[config.mk]
export PLATFORM = sky130hd
export DESIGN_NAME = cwo_seq
export DESIGN_NICKNAME = d
export VERILOG_FILES = /design/src/design/cwo_pkg.sv /design/src/design/cwo_seq.sv
export SDC_FILE = /design/constraint.sdc
export NUM_CORES = 1
export LEC_CHECK = 0
export BUFFER_PORTS_ARGS = -buffer_cell sky130_fd_sc_hd__buf_4
export CORE_ASPECT_RATIO = 0.5
export CORE_MARGIN = 2
export CORE_UTILIZATION = 45
export DETAILED_ROUTE_END_ITERATION = 16
export GPL_TIMING_DRIVEN = 0
export PLACE_DENSITY = 0.71
export SKIP_CTS_REPAIR_TIMING = 1
export SLEW_MARGIN = 40
export SYNTH_ARGS = -nofsm -noshare
export SYNTH_HDL_FRONTEND = slang
export SYNTH_SLANG_ARGS = --single-unit
[constraint.sdc]
create_clock -name i_clk -period 2.9 [get_ports i_clk]
set_clock_uncertainty 0.1 [all_clocks]
set_input_delay 0.29 -clock i_clk [delete_from_list [all_inputs] [get_ports i_clk]]
set_output_delay 0.29 -clock i_clk [all_outputs]
set_load 0.01 [all_outputs]
[src/design/cwo_pkg.sv]
package cwo_pkg;

    // Cache line states held by the local copy.
    typedef enum logic [2:0] {
        CWO_I,
        CWO_UC,
        CWO_SC,
        CWO_UD,
        CWO_SD
    } cwo_line_t;

    // Write address channel transaction kinds issued by the master.
    typedef enum logic [2:0] {
        CWO_W_NONE,
        CWO_W_UNIQUE,
        CWO_W_LINE_UNIQUE,
        CWO_W_BACK,
        CWO_W_CLEAN,
        CWO_W_EVICT_DATA,
        CWO_W_EVICT,
        CWO_W_NOSNOOP
    } cwo_wr_t;

    // Read address channel ownership requests issued for a store.
    typedef enum logic [1:0] {
        CWO_R_NONE,
        CWO_R_READ_UNIQUE,
        CWO_R_MAKE_UNIQUE,
        CWO_R_CLEAN_UNIQUE
    } cwo_rd_t;

    // Snoop kinds seen on the snoop address channel.
    typedef enum logic [2:0] {
        CWO_S_READ_ONCE,
        CWO_S_READ_CLEAN,
        CWO_S_READ_NSD,
        CWO_S_READ_SHARED,
        CWO_S_READ_UNIQUE,
        CWO_S_CLEAN_INVALID,
        CWO_S_MAKE_INVALID,
        CWO_S_CLEAN_SHARED
    } cwo_snp_t;

    // Width of the outstanding unique write counter.
    localparam int CWO_CNT_W = 4;
    localparam logic [CWO_CNT_W-1:0] CWO_CNT_RST = 4'h0;
    localparam logic [CWO_CNT_W-1:0] CWO_CNT_MAX = 4'hF;
    localparam logic [CWO_CNT_W-1:0] CWO_CNT_ONE = 4'h1;

endpackage

[src/design/cwo_seq.sv]
// Notes on behaviour
// - No WriteBack, WriteClean, WriteEvict or Evict while a unique write is outstanding.
// - Snoops complete without any WriteBack, WriteClean, WriteEvict or Evict during unique writes.
// - Snoops still complete while a unique write is outstanding; WriteNoSnoop does not wait behind it.
// - Unique writes allowed only when snoops finish dataless or via snoop data channel.
// - Evict reports a line leaving the cache, on write address, with no data.
// - Evict only for addresses in a Shareable region.
// - Only a master with snoop filter support issues Evict.
// - A line may be dropped silently without an Evict.
// - Evict starts from UniqueClean or SharedClean and ends Invalid; a non-invalidating snoop hit in the same cycle leaves SharedClean.
// - The master sequenced second takes the first master's snoops while its store waits.
// - Invalidating snoop during pending ReadUnique or MakeUnique invalidates any local copy.
// - ReadUnique completes with data holding the first store; store only afterwards.
// - After an overlapped MakeUnique completes, the full-line store may proceed.
// - Invalidating snoop during pending CleanUnique: answer it, then invalidate locally.
// - After such a CleanUnique the partial store is not done; a new ReadUnique is.
// - ReadUnique may be issued instead of CleanUnique from the start.
// - Or after a granted CleanUnique, write changed bytes by partial WriteBack, keep no copy.
// - CleanUnique for a full-line store needs no retry; write the line on completion.
// - All copy-back writes and Evicts must finish before a unique write is issued.
`timescale 1ns/100ps
module cwo_seq
    import cwo_pkg::*;
(
    // Clock and reset.
    input wire logic i_clk,
    input wire logic i_reset_n,
    // Static capabilities of this master.
    input wire logic i_snoop_filter_en,
    input wire logic i_snoop_data_ok,
    input wire logic i_use_read_unique,
    input wire logic i_partial_wb_en,
    input wire logic i_silent_drop_en,
    // Store request from the core.
    input wire logic i_store_req,
    input wire logic i_store_full,
    input wire logic i_store_shareable,
    // Write request from the cache controller.
    input wire logic i_wr_req,
    input wire cwo_wr_t i_wr_kind,
    input wire logic i_wr_shareable,
    // Write address channel handshake and write responses.
    input wire logic i_aw_ready,
    input wire logic i_b_done,
    input wire logic i_b_unique,
    // Read address channel handshake and completion.
    input wire logic i_ar_ready,
    input wire logic i_r_done,
    // Snoop address channel.
    input wire logic i_ac_valid,
    input wire cwo_snp_t i_ac_kind,
    input wire logic i_ac_hit,
    // Snoop response channel handshake.
    input wire logic i_cr_ready,
    // Write address issue.
    output logic o_aw_valid,
    output cwo_wr_t o_aw_kind,
    output logic o_aw_has_data,
    output logic o_wr_stall,
    // Read address issue.
    output logic o_ar_valid,
    output cwo_rd_t o_ar_kind,
    // Snoop answers.
    output logic o_ac_ready,
    output logic o_cr_valid,
    output logic o_cr_data,
    // Store progress, local line state and outstanding unique write count.
    output logic o_store_done,
    output logic o_store_lost,
    output cwo_line_t o_line_state,
    output logic [CWO_CNT_W-1:0] o_uniq_cnt
);

    typedef enum logic [2:0] {
        ST_IDLE,
        ST_RD_ISSUE,
        ST_RD_WAIT,
        ST_PWB_ISSUE,
        ST_DONE
    } cwo_st_t;

    cwo_st_t st_reg;
    cwo_rd_t rd_kind_reg;
    cwo_line_t line_reg;
    logic [CWO_CNT_W-1:0] uniq_cnt_reg;
    logic [CWO_CNT_W-1:0] cb_cnt_reg;
    logic lost_reg;
    logic aw_valid_reg;
    cwo_wr_t aw_kind_reg;
    logic ar_valid_reg;
    logic cr_valid_reg;
    logic cr_data_reg;
    logic done_reg;
    logic lost_out_reg;
    logic full_reg;

    logic is_uniq_req;
    logic is_cb_req;
    logic snp_inval;
    logic snp_take;
    logic aw_fire;
    logic wr_ok;
    logic uniq_issue;
    logic uniq_done;
    logic cb_issue;
    logic cb_done;
    logic pwb_fire;
    logic snp_lose;

    assign is_uniq_req = (i_wr_kind == CWO_W_UNIQUE) || (i_wr_kind == CWO_W_LINE_UNIQUE);
    assign is_cb_req = (i_wr_kind == CWO_W_BACK) || (i_wr_kind == CWO_W_CLEAN) ||
                       (i_wr_kind == CWO_W_EVICT_DATA) || (i_wr_kind == CWO_W_EVICT);
    assign snp_inval = (i_ac_kind == CWO_S_READ_UNIQUE) ||
                       (i_ac_kind == CWO_S_CLEAN_INVALID) ||
                       (i_ac_kind == CWO_S_MAKE_INVALID);
    // Snoops are taken whenever the response slot is free, never waiting on writes.
    assign snp_take = i_ac_valid && !cr_valid_reg;
    assign aw_fire = aw_valid_reg && i_aw_ready;
    assign pwb_fire = aw_fire && (st_reg == ST_PWB_ISSUE);
    assign uniq_issue = aw_fire && !pwb_fire &&
                        ((aw_kind_reg == CWO_W_UNIQUE) || (aw_kind_reg == CWO_W_LINE_UNIQUE));
    assign cb_issue = aw_fire && !uniq_issue;
    assign uniq_done = i_b_done && i_b_unique && (uniq_cnt_reg != CWO_CNT_RST);
    assign cb_done = i_b_done && !i_b_unique && (cb_cnt_reg != CWO_CNT_RST);

    // Decide whether the pending write may be issued this cycle.
    always_comb begin
        wr_ok = 1'b0;
        if (i_wr_req && !aw_valid_reg && (st_reg != ST_PWB_ISSUE)) begin
            if (is_uniq_req) begin
                wr_ok = (cb_cnt_reg == CWO_CNT_RST) && i_snoop_data_ok &&
                        (uniq_cnt_reg != CWO_CNT_MAX);
            end else if (is_cb_req) begin
                wr_ok = (uniq_cnt_reg == CWO_CNT_RST) && (cb_cnt_reg != CWO_CNT_MAX);
                if (i_wr_kind == CWO_W_EVICT) begin
                    wr_ok = wr_ok && i_wr_shareable && i_snoop_filter_en &&
                            ((line_reg == CWO_UC) || (line_reg == CWO_SC));
                end
            end else if (i_wr_kind == CWO_W_NOSNOOP) begin
                wr_ok = 1'b1;
            end
        end
    end

    // Write address channel request, held until the interconnect accepts it.
    always_ff @(posedge i_clk) begin
        if (!i_reset_n) begin
            aw_valid_reg <= 1'b0;
            aw_kind_reg <= CWO_W_NONE;
        end else if (aw_fire) begin
            aw_valid_reg <= 1'b0;
        end else if (st_reg == ST_PWB_ISSUE && !aw_valid_reg && uniq_cnt_reg == CWO_CNT_RST) begin
            aw_valid_reg <= 1'b1;
            aw_kind_reg <= CWO_W_BACK;
        end else if (wr_ok) begin
            aw_valid_reg <= 1'b1;
            aw_kind_reg <= i_wr_kind;
        end
    end

    // Outstanding unique write count; issue and completion may coincide.
    always_ff @(posedge i_clk) begin
        if (!i_reset_n) begin
            uniq_cnt_reg <= CWO_CNT_RST;
        end else if (uniq_issue && !uniq_done) begin
            uniq_cnt_reg <= uniq_cnt_reg + CWO_CNT_ONE;
        end else if (uniq_done && !uniq_issue) begin
            uniq_cnt_reg <= uniq_cnt_reg - CWO_CNT_ONE;
        end
    end

    // Outstanding copy-back and Evict count, also covering WriteNoSnoop issue slots.
    always_ff @(posedge i_clk) begin
        if (!i_reset_n) begin
            cb_cnt_reg <= CWO_CNT_RST;
        end else if (cb_issue && !cb_done) begin
            cb_cnt_reg <= cb_cnt_reg + CWO_CNT_ONE;
        end else if (cb_done && !cb_issue) begin
            cb_cnt_reg <= cb_cnt_reg - CWO_CNT_ONE;
        end
    end

    // Store sequencer: ownership request, completion, then the store itself.
    always_ff @(posedge i_clk) begin
        if (!i_reset_n) begin
            st_reg <= ST_IDLE;
            rd_kind_reg <= CWO_R_NONE;
            full_reg <= 1'b0;
        end else begin
            unique case (st_reg)
                ST_IDLE: begin
                    if (i_store_req && i_store_shareable) begin
                        full_reg <= i_store_full;
                        st_reg <= ST_RD_ISSUE;
                        if (line_reg == CWO_I || i_use_read_unique) begin
                            rd_kind_reg <= (i_store_full && line_reg == CWO_I) ?
                                           CWO_R_MAKE_UNIQUE : CWO_R_READ_UNIQUE;
                        end else begin
                            rd_kind_reg <= CWO_R_CLEAN_UNIQUE;
                        end
                    end
                end
                ST_RD_ISSUE: begin
                    if (ar_valid_reg && i_ar_ready) begin
                        st_reg <= ST_RD_WAIT;
                    end
                end
                ST_RD_WAIT: begin
                    if (i_r_done) begin
                        if (rd_kind_reg == CWO_R_CLEAN_UNIQUE && (lost_reg || snp_lose)
                            && !full_reg) begin
                            if (i_partial_wb_en) begin
                                st_reg <= ST_PWB_ISSUE;
                            end else begin
                                rd_kind_reg <= CWO_R_READ_UNIQUE;
                                st_reg <= ST_RD_ISSUE;
                            end
                        end else begin
                            st_reg <= ST_DONE;
                        end
                    end
                end
                ST_PWB_ISSUE: begin
                    if (pwb_fire) begin
                        // The bytes went to memory, so no local store follows.
                        st_reg <= ST_IDLE;
                    end
                end
                ST_DONE: begin
                    st_reg <= ST_IDLE;
                end
                default: begin
                    st_reg <= ST_IDLE;
                end
            endcase
        end
    end

    // snoops from the first master arrive while our store waits
    assign snp_lose = snp_take && snp_inval && (st_reg inside {ST_RD_ISSUE, ST_RD_WAIT});

    // Lost-line marker for a pending CleanUnique; a snoop sets it over any clear.
    always_ff @(posedge i_clk) begin
        if (!i_reset_n) begin
            lost_reg <= 1'b0;
        end else if (snp_lose && i_ac_hit) begin
            lost_reg <= 1'b1;
        end else if (st_reg == ST_IDLE) begin
            lost_reg <= 1'b0;
        end
    end

    // Read address channel request.
    always_ff @(posedge i_clk) begin
        if (!i_reset_n) begin
            ar_valid_reg <= 1'b0;
        end else if (ar_valid_reg && i_ar_ready) begin
            ar_valid_reg <= 1'b0;
        end else if (st_reg == ST_RD_ISSUE) begin
            ar_valid_reg <= 1'b1;
        end
    end

    // Snoop answers; dirty data returns on the snoop data channel, never by a write.
    always_ff @(posedge i_clk) begin
        if (!i_reset_n) begin
            cr_valid_reg <= 1'b0;
            cr_data_reg <= 1'b0;
        end else if (cr_valid_reg && i_cr_ready) begin
            cr_valid_reg <= 1'b0;
        end else if (snp_take) begin
            cr_valid_reg <= 1'b1;
            cr_data_reg <= i_ac_hit && (line_reg == CWO_UD || line_reg == CWO_SD) &&
                           (i_ac_kind != CWO_S_MAKE_INVALID);
        end
    end

    // Local line state updates from snoops, copy-back writes, Evicts, silent drops and stores.
    always_ff @(posedge i_clk) begin
        if (!i_reset_n) begin
            line_reg <= CWO_I;
        end else if (snp_take && i_ac_hit && snp_inval) begin
            line_reg <= CWO_I;
        end else if (snp_take && i_ac_hit && line_reg != CWO_I) begin
            // Dirty data passed on a snoop leaves the copy clean and shared.
            line_reg <= CWO_SC;
        end else if (aw_fire && aw_kind_reg == CWO_W_CLEAN) begin
            line_reg <= CWO_UC;
        end else if (aw_fire && aw_kind_reg inside {[CWO_W_BACK:CWO_W_EVICT]}) begin
            // no copy kept after partial WriteBack
            line_reg <= CWO_I;
        end else if (i_silent_drop_en && st_reg == ST_IDLE && !i_store_req) begin
            line_reg <= CWO_I;
        end else if (st_reg == ST_DONE) begin
            line_reg <= CWO_UD;
        end
    end

    // Store outcome pulses.
    always_ff @(posedge i_clk) begin
        if (!i_reset_n) begin
            done_reg <= 1'b0;
            lost_out_reg <= 1'b0;
        end else begin
            done_reg <= (st_reg == ST_DONE);
            lost_out_reg <= (st_reg == ST_RD_WAIT) && i_r_done &&
                            (rd_kind_reg == CWO_R_CLEAN_UNIQUE) && (lost_reg || snp_lose);
        end
    end

    assign o_aw_valid = aw_valid_reg;
    assign o_aw_kind = aw_kind_reg;
    assign o_aw_has_data = aw_valid_reg && (aw_kind_reg != CWO_W_EVICT);
    assign o_wr_stall = (uniq_cnt_reg != CWO_CNT_RST);
    assign o_ar_valid = ar_valid_reg;
    assign o_ar_kind = rd_kind_reg;
    assign o_ac_ready = !cr_valid_reg;
    assign o_cr_valid = cr_valid_reg;
    assign o_cr_data = cr_data_reg;
    assign o_store_done = done_reg;
    assign o_store_lost = lost_out_reg;
    assign o_line_state = line_reg;
    assign o_uniq_cnt = uniq_cnt_reg;

    // no copy-back issue while unique writes outstanding
    stall_cb_a: assert property (@(posedge i_clk) disable iff (!i_reset_n)
        (uniq_cnt_reg != CWO_CNT_RST) && aw_fire |-> !(aw_kind_reg inside
        {CWO_W_BACK, CWO_W_CLEAN, CWO_W_EVICT_DATA, CWO_W_EVICT}))
        else $error("Copy-back issued during unique write.");
    // unique write only after copy-backs drain
    drain_first_a: assert property (@(posedge i_clk) disable iff (!i_reset_n)
        $rose(aw_valid_reg) && (aw_kind_reg inside {CWO_W_UNIQUE, CWO_W_LINE_UNIQUE})
        |-> $past(cb_cnt_reg) == CWO_CNT_RST)
        else $error("Unique write issued with copy-backs pending.");
    evict_inval_a: assert property (@(posedge i_clk) disable iff (!i_reset_n)
        aw_fire && aw_kind_reg == CWO_W_EVICT && !snp_take |=> line_reg == CWO_I)
        else $error("Line not Invalid after Evict.");
    evict_filter_a: assert property (@(posedge i_clk) disable iff (!i_reset_n)
        $rose(aw_valid_reg) && aw_kind_reg == CWO_W_EVICT |-> $past(i_snoop_filter_en))
        else $error("Evict without snoop filter.");
    snoop_inval_a: assert property (@(posedge i_clk) disable iff (!i_reset_n)
        snp_take && i_ac_hit && snp_inval |=> line_reg == CWO_I)
        else $error("Copy kept after invalidating snoop.");
    // snoop answered next cycle regardless of writes
    snoop_prog_a: assert property (@(posedge i_clk) disable iff (!i_reset_n)
        i_ac_valid && o_ac_ready |=> cr_valid_reg)
        else $error("Snoop not answered.");
    lost_nostore_a: assert property (@(posedge i_clk) disable iff (!i_reset_n)
        lost_out_reg |-> !done_reg ##1 !done_reg)
        else $error("Store done after losing line.");
    // store completes only after read completion
    store_after_a: assert property (@(posedge i_clk) disable iff (!i_reset_n)
        $rose(done_reg) |-> $past(i_r_done, 2))
        else $error("Store done without completion.");

endmodule

# --- After elaboration in Yosys (flattened, before gate mapping) ---
# Index checks and enable logic that the tools add are counted.
word_totals:
  regBits: 26
  inputBits: 26
  out_inout_bits: 21
op_classes:
  addsub: 4
  n_lt_le_gt_ge: 2
  n_eq_ne: 32
  muxes: 34
  n_bitwise: 3
  reduce_logical: 92
ops:
  columns: ["cell", "n"]
  rows:
  - ["logical AND 1 bit", 47]
  - ["equality test 3 bit (second input constant)", 9]
  - ["two-way mux 2 bit", 12]
  - ["two-way mux 3 bit", 7]
  - ["two-way mux 4 bit", 4]
  - ["equality test 3 x 2 -> 1 bit (second input constant)", 5]
  - ["!= test 2 bit (second input constant)", 6]
  - ["one-hot mux 3 bit (4 select lines)", 1]
  - ["nonzero test 2 bit", 6]
  - ["nonzero test 4 bit", 3]
  - ["logical NOT 1 bit", 10]
  - ["logical OR 1 bit", 10]
  - ["equality test 3 x 1 -> 1 bit (second input constant)", 3]
  - ["two-way mux 1 bit", 9]
  - ["adder 4 x 1 -> 4 bit (second input constant)", 2]
  - ["logical NOT 4 bit", 2]
  - ["!= test 4 bit (second input constant)", 2]
  - ["OR reduction 2 bit", 4]
  - ["subtractor 4 x 1 -> 4 bit (second input constant)", 2]
  - ["equality test 2 bit (second input constant)", 3]
  - ["logical NOT 3 bit", 2]
  - ["!= test 3 bit (second input constant)", 2]
  - ["AND reduction 2 bit", 3]
  - ["AND reduction 5 bit", 1]
  - ["other kinds (10)", 12]

# --- Logic depth before layout (Yosys ltp) ---
# Gate-level depths: netlist (run 1).
logic_depth:
  word_depth: 11
  depth_mapped: 12
  mapped_depth_nobuf: 11

# --- Least setup slack after synthesis (run 1) ---
# OpenSTA, ideal clock, no wires.
synth_timing:
  kind: "reg2reg"
  startpoint: "register uniq_cnt_reg[0], in the netlist o_uniq_cnt[0]"
  endpoint: "register uniq_cnt_reg[3], in the netlist o_uniq_cnt[3]"
  t_arrival_ps: 2490
  t_required_ps: 2729
  slack_ps: 240
  path_stages_with_launch: 12
  path_buffers: 1
  synth_period_minus_slack_ps: 2660
  cell_sequence: "dfxtp_1 or4_1 clkbuf_1 nand3_1 ha_1 inv_1 ha_1 a21o_1 a21oi_1 xnor2_1 or3_1 a21oi_1"
synth_via:
  elab_chain_len: 5
synth_rtl:
  columns: ["element", "line_no", "rtl"]
  rows:
  - ["from (decl)", "cwo_seq.sv:85", "logic [CWO_CNT_W-1:0] uniq_cnt_reg;"]
  - ["from (signal assigned)", "cwo_seq.sv:166", "uniq_cnt_reg <= uniq_cnt_reg + CWO_CNT_ONE;"]
  - ["from (signal assigned)", "cwo_seq.sv:168", "uniq_cnt_reg <= uniq_cnt_reg - CWO_CNT_ONE;"]
  - ["nonzero test 4 bit *", null, null]
  - ["via o_wr_stall", "cwo_seq.sv:59", "output logic o_wr_stall,"]
  - ["logical AND 1 bit *", "cwo_seq.sv:123", "assign uniq_done = i_b_done && i_b_unique && (uniq_cnt_reg != CWO_CNT_RST);"]
  - ["logical NOT 1 bit", "cwo_seq.sv:165", "end else if (uniq_issue && !uniq_done) begin"]
  - ["logical AND 1 bit", "cwo_seq.sv:165", null]
  - ["two-way mux 4 bit / nonzero test 2 bit (equally long branches)", null, null]
# Mark *: on every way through the listed nets, which the timed path passes. The rest lies on a longest branch. The select of a mux whose other input is x is not followed.
# A chain may end at the register's enable or synchronous reset.

# --- Final worst setup path (run 1) ---
layout_timing:
  startpoint: "register st_reg[2]"
  endpoint: "register cb_cnt_reg[3]"
layout_via:
  elab_chain_len: 10
layout_rtl:
  columns: ["element", "line_no", "rtl"]
  rows:
  - ["from (decl)", "cwo_seq.sv:82", "cwo_st_t st_reg;"]
  - ["from (signal assigned)", "cwo_seq.sv:186", "st_reg <= ST_IDLE;"]
  - ["from (signal assigned)", "cwo_seq.sv:194", "st_reg <= ST_RD_ISSUE;"]
  - ["from (signal assigned)", "cwo_seq.sv:205", "st_reg <= ST_RD_WAIT;"]
  - ["equality test 3 x 2 -> 1 bit *", "cwo_seq.sv:119", "assign pwb_fire = aw_fire && (st_reg == ST_PWB_ISSUE);"]
  - ["logical AND 1 bit *", "cwo_seq.sv:119", null]
  - ["logical NOT 1 bit *", "cwo_seq.sv:120", "assign uniq_issue = aw_fire && !pwb_fire &&"]
  - ["logical AND 1 bit * (2 in series)", "cwo_seq.sv:120", null]
  - ["logical NOT 1 bit *", "cwo_seq.sv:122", "assign cb_issue = aw_fire && !uniq_issue;"]
  - ["logical AND 1 bit *", "cwo_seq.sv:122", null]
  - ["logical NOT 1 bit", "cwo_seq.sv:178", "end else if (cb_done && !cb_issue) begin"]
  - ["logical AND 1 bit", "cwo_seq.sv:178", null]
  - ["nonzero test 2 bit (no source line)", null, null]
  - ["to (signal assigned)", "cwo_seq.sv:177", "cb_cnt_reg <= cb_cnt_reg + CWO_CNT_ONE;"]
  - ["to (signal assigned)", "cwo_seq.sv:179", "cb_cnt_reg <= cb_cnt_reg - CWO_CNT_ONE;"]
  - ["to (decl)", "cwo_seq.sv:86", "logic [CWO_CNT_W-1:0] cb_cnt_reg;"]
# Every way passes the cells marked *; elsewhere a longest branch is shown, timed or not.

==> results of run 1 <==
## area by class of cell
cell class	count	area share [%]
plain buffers	6	1.582
clock buffers	4	2.676
inverters	10	1.825
multi-input cells	145	48.97
flip-flops and latches	26	25.43
well taps	51	3.102
repair buffers	45	16.42
## metrics by stage
step / cell area [um^2] / setup WS, ns / power [mW] / hold WS (ns)
floorplan: 1588 / 0.2395 / 1.008 / 0.2901
global placement: 1989 / 0.1625 / 1.219 / 0.3610
detailed placement: 1989 / 0.1355 / 1.233 / 0.3677
CTS: 2044 / 0.1110 / 1.473 / 0.08254
global route: 2057 / 0.005593 / 1.608 / 0.1025
finish: 2057 / 0.1977 / 1.476 / 0.08723
## layer usage
metal	up-vias	GRT usage (%)	routed length (um)
li1	776	-	-
met1	724	23.91	1724
met2	16	32.73	1694
met3	4	3.261	79
met4	0	4.615	20
met5	-	0	0
## worst max-delay path, cell delays in order, from the launching register on
cell	delay (ns)
dfxtp_1	0.31
clkbuf_4	0.18
and3b_1	0.25
nor3_1	0.22
nor2_1	0.07
ha_1	0.23
inv_1	0.11
ha_1	0.24
a21o_2	0.21
a21oi_1	0.19
xnor2_1	0.09
or3_1	0.30
a21oi_1	0.13
## power breakdown
| part | switching, mW | internal [mW] |
|---|---|---|
| Sequential | 0.0943 | 0.428 |
| Combinational | 0.338 | 0.380 |
| Clock | 0.114 | 0.121 |
| Total | 0.546 | 0.930 |
## cells in the final DEF (no fill, tap or decap), types with 6 or more instances in the layout
| cell | n |
|---|---|
| inv_1 | 9 |
| a21oi_1 | 12 |
| nor2_1 | 23 |
| nand3_1 | 6 |
| dfxtp_1 | 24 |
| mux2i_1 | 8 |
| ha_1 | 8 |
| nand2_1 | 11 |
| buf_4 | 46 |
| xnor2_1 | 6 |
| o21ai_0 | 8 |
## worst max-delay path by stage
stage	from	endpoint	slack [ns]
floorplan	o_uniq_cnt[0]	o_uniq_cnt[3]	0.24
global placement	o_uniq_cnt[0]	o_uniq_cnt[3]	0.16
detailed placement	o_uniq_cnt[0]	o_uniq_cnt[3]	0.14
CTS	o_uniq_cnt[0]	o_uniq_cnt[3]	0.11
global route	st_reg[2]	cb_cnt_reg[3]	0.006
finish	st_reg[2]	cb_cnt_reg[3]	0.20
## logic make-up after synthesis
| logic type | Yosys count | share of synthesized area [%] |
|---|---|---|
| compound gates | 43 | 17.81 |
| xor+xnor | 10 | 5.516 |
| fa+ha+maj | 10 | 8.826 |
| buf+inv | 17 | 4.412 |
| flops | 26 | 32.78 |
| mux | 8 | 5.044 |
| other cells | 1 | 0.2362 |
| simple gates | 73 | 25.37 |
==> qor.yml, run 1 <==
outcome:
  status: "complete, no violations"
floorplan:
  initial_core_util_pct: 46.74
  dieArea_mm2: 0.004048
  num_rows: 15
  die_y_um: 46
  pin_count: 47
  die_w_um: 88.01
  core-area_mm2: 0.003397
route:
  num_vias: 1520
  wl_mm: 3.518
  drt_iter0_drc: 49
  wl_per_cell_um: 12.26
  drt_first_pass_iters: 4
  viasPerCell: 5.296
  drcViolationCount: 0
  ant_nets: 0
yosys:
  ys_warn_count: 0
  ys.flop_type: "dfxtp_1"
  synth_edf_count: 0
  synth_nets: 224
  seq_area_frac_synth_pct: 32.78
  ys_ff_latch: 26
  synthCells: 188
  yosysMostFrequentCell: "dfxtp_1"
  netlist_top_cells_count: "dfxtp_1, nor2_1, a21oi_1"
  async_reset_ff_share_pct: 0
  synth_area_leaders: "dfxtp_1, ha_1, nor2_1, mux2i_1, a21oi_1"
  avgSynthCellArea_um2: 8.446
  synth_cell_types: 51
  netlist.area_leader.share_pct: 32.78
  syn_area_mm2: 0.001588
  synth_top_area_cell: "dfxtp_1"
final_layout:
  fill_cells: 332
  final_nets: 273
  diodes: 0
  regArea_um2: 523.0
  syn_to_final_growth_pct: 29.55
  layout-drive-gt1-share_pct: 26.69
  utilization_pct: 60.55
  finalNonFillerCells: 287
  multi_input_area_mm2: 0.001007
setup_path:
  crit_type: "flop to flop"
  r2r_start: "st_reg[2]"
  rr_worst_depth: 12
  start_kind: "flop"
  required_ns: 3.01
  crit_path_end_kind: "flop"
  reg2reg_slack_ns: 0.20
  path_max_fanout: 10
  reg2reg_to: "cb_cnt_reg[3]"
  arrival_ns: 2.81
place:
  hpwl_mm: 2.804
  dp.cells: 284
  portBuffers: 45
  gp_congestion: 0.8555
clock_network:
  clkSinkCount: 26
  cts_buffers: 3
  cts_tree: "done"
  clkSlewWorstSetupHoldPaths_ns: 0.09
  cts_buffer_depth: 2
  cts_htree_levels: 1
  cts_root_buf: "clkbuf_8"
  clock_latency_ns: 0.27
hold_path:
  min_from: "i_cr_ready"
  hold_path_depth: 2
  min_path_type: "primary input to flop"
  min_to: "o_cr_valid"
pwr:
  ir_worst_vdd_uv: 442.8
  p_per_area_mw_per_mm2: 717.3
  leakagePower_nw: 0.8954
sta:
  fmax_mhz: 370.1
  min_period_over_period_pct: 93.18
  hold_viol: 0
  slew_violations: 0
  final-setup-viol-count: 0
  setup_tns_ns: 0
  rsz0062_at_grt: "no"
  fin_crit_ns: 2.702
grt:
  grt-ovfl-total: 0
  grt_pass1_vias: 1336
  grt_first_pass_wirelength_mm: 5.823
  grt_max_degree: 15
  track_usage_pct: 18.50
  antenna_found_initial: 0
job:
  maxCapViolCount: 0
Note: power is estimated with default switching activity, not from simulation.
==> inputs of run 2 (changes only) <==
--- a/config.mk
+++ b/config.mk
@@ -7,7 +7,7 @@
 export LEC_CHECK = 0
 export BUFFER_PORTS_ARGS = -buffer_cell sky130_fd_sc_hd__buf_4
 export CORE_ASPECT_RATIO = 0.5
-export CORE_MARGIN = 2
+export CORE_MARGIN = 8
 export CORE_UTILIZATION = 45
 export DETAILED_ROUTE_END_ITERATION = 16
 export GPL_TIMING_DRIVEN = 0
==> run 2 against run 1 <==
- sequential cell count is the same
- sequential share of layout area grew 0.14 points
- worst hold slack gained 0.0074 ns
- power shrank 2.5%
- global-route usage shrank 4.9 points
- clock-buffer cell count shrank 1
- register-to-register slack lost 0.08 ns
- first-iteration DRC count grew 37%
- clock power shrank 14%
- critical path type unchanged
==> qor.yml, run 2 (synthesis results as in run 1) <==
sta:
  final-setup-viol-count: 0
  fin_crit_ns: 2.783
  slew_violations: 0
  setup_tns_ns: 0
  min_period_over_period_pct: 95.95
  hold_viol: 0
  fmax_mhz: 359.4
place:
  dp.cells: 284
  dpl_cell_area_mm2: 0.001989
  portBuffers: 45
  hpwl_mm: 3.138
  gp_congestion: 0.8197
setup_path:
  path_cells: "or4_1, clkbuf_1, nand3_1, ha_1, inv_1, ha_1, a21o_1, a21oi_1, xnor2_1, or3_1, a21oi_1"
  worst-path-buf-inv: 2
  path_max_fanout: 6
  crit_path_top_delay_cell: "or4_1"
  r2r_start: "o_uniq_cnt[0]"
  rr_worst_depth: 11
  start_kind: "flop"
  crit_path_end_kind: "flop"
  cp_top_family: "simple AND/OR/NAND/NOR gates"
  slowest_delay_ns: 0.53
  crit_type: "flop to flop"
  required_ns: 3.00
  reg2reg_to: "o_uniq_cnt[3]"
  arrival_ns: 2.88
  reg2reg_slack_ns: 0.12
floorplan:
  die_y_um: 58
  die_w_um: 100.0
  dieArea_mm2: 0.005800
  num_rows: 15
  core-area_mm2: 0.003416
  initial_core_util_pct: 46.48
  pin_count: 47
route:
  drt_first_pass_iters: 5
  viasPerCell: 5.325
  ant_nets: 0
  wl_per_cell_um: 13.71
  wl_mm: 3.921
  drt_iter0_drc: 67
  num_vias: 1523
  drcViolationCount: 0
hold_path:
  min_path_type: "primary input to flop"
  min_from: "i_cr_ready"
  min_to: "o_cr_valid"
  hold_path_depth: 2
clock_network:
  cts_tree: "done"
  cts_buffers: 3
  cts_buffer_depth: 2
  clkSlewWorstSetupHoldPaths_ns: 0.08
  clock_latency_ns: 0.27
  clkSinkCount: 26
  cts_root_buf: "clkbuf_8"
  cts_htree_levels: 1
final_layout:
  final_common_cell: "buf_4"
  multi_input_area_mm2: 0.001003
  diodes: 0
  final_cell_mix: "buf_4, dfxtp_1, nor2_1"
  syn_to_final_growth_pct: 28.21
  layout-drive-gt1-share_pct: 24.68
  final_nets: 273
  fill_cells: 341
  postLayoutCellArea_mm2: 0.002036
  regArea_um2: 520.5
  finalNonFillerCells: 286
pwr:
  total_power_mw: 1.438
  ir_worst_vdd_uv: 468.7
  p_per_area_mw_per_mm2: 706.6
  leakagePower_nw: 0.8831
grt:
  track_usage_pct: 13.59
  grt_max_degree: 14
  grt_pass1_vias: 1447
  antenna_found_initial: 0
  grt_first_pass_wirelength_mm: 6.513
  grt-ovfl-total: 0
outcome:
  status: "complete, no violations"
job:
  maxCapViolCount: 0
## run 2: final cells by class
class                           instances  area share (%)
Timing Repair Buffer                   45           16.59
Sequential cell                        26           25.57
Buffer                                  6           1.537
Tap cell                               51           3.135
Inverter                               10           1.844
Multi-Input combinational cell        145           49.29
Clock buffer                            3           2.028
## run 2: stage by stage
step	setup WS [ns]	hold WS [ns]	util, %
2_1_floorplan	0.2395	0.2901	-
3_3_place_gp	0.1708	0.3630	58.24
3_5_place_dp	0.1276	0.3655	58.24
4_1_cts	0.1001	0.08672	59.45
5_1_grt	-0.01127	0.09011	59.60
6_report	0.1173	0.09461	59.60
## run 2: where the power goes
part	internal, mW	switching [mW]	total, mW
registers	0.425	0.0969	0.522
clock network	0.0930	0.108	0.201
logic	0.371	0.343	0.715
## run 2: worst reg2reg max path, stage by stage (launching register included)
cell      delay (ns)
dfxtp_1         0.38
or4_1           0.53
clkbuf_1        0.18
nand3_1         0.11
ha_1            0.17
inv_1           0.09
ha_1            0.27
a21o_1          0.18
a21oi_1         0.17
xnor2_1         0.09
or3_1           0.31
a21oi_1         0.14
## run 2: how the worst max path moves through the flow
stage,startpoint,end,slack [ns],depth (start not counted)
final,o_uniq_cnt[0],o_uniq_cnt[3],0.12,11
after floorplan,o_uniq_cnt[0],o_uniq_cnt[3],0.24,11
after detailed placement,o_uniq_cnt[0],o_uniq_cnt[3],0.13,11
after global routing,st_reg[1],cb_cnt_reg[3],-0.01,11
after CTS,o_uniq_cnt[0],o_uniq_cnt[3],0.10,11
after global placement,o_uniq_cnt[0],o_uniq_cnt[3],0.17,11
## run 2: routing by layer
layer / up-vias / global-route usage (%) / part of all wire, %
li1: 773 / - / -
met1: 720 / 15.63 / 45
met2: 28 / 24.98 / 50
met3: 2 / 3.103 / 3.9
met4: 0 / 3.404 / 0.69
met5: - / 0 / 0
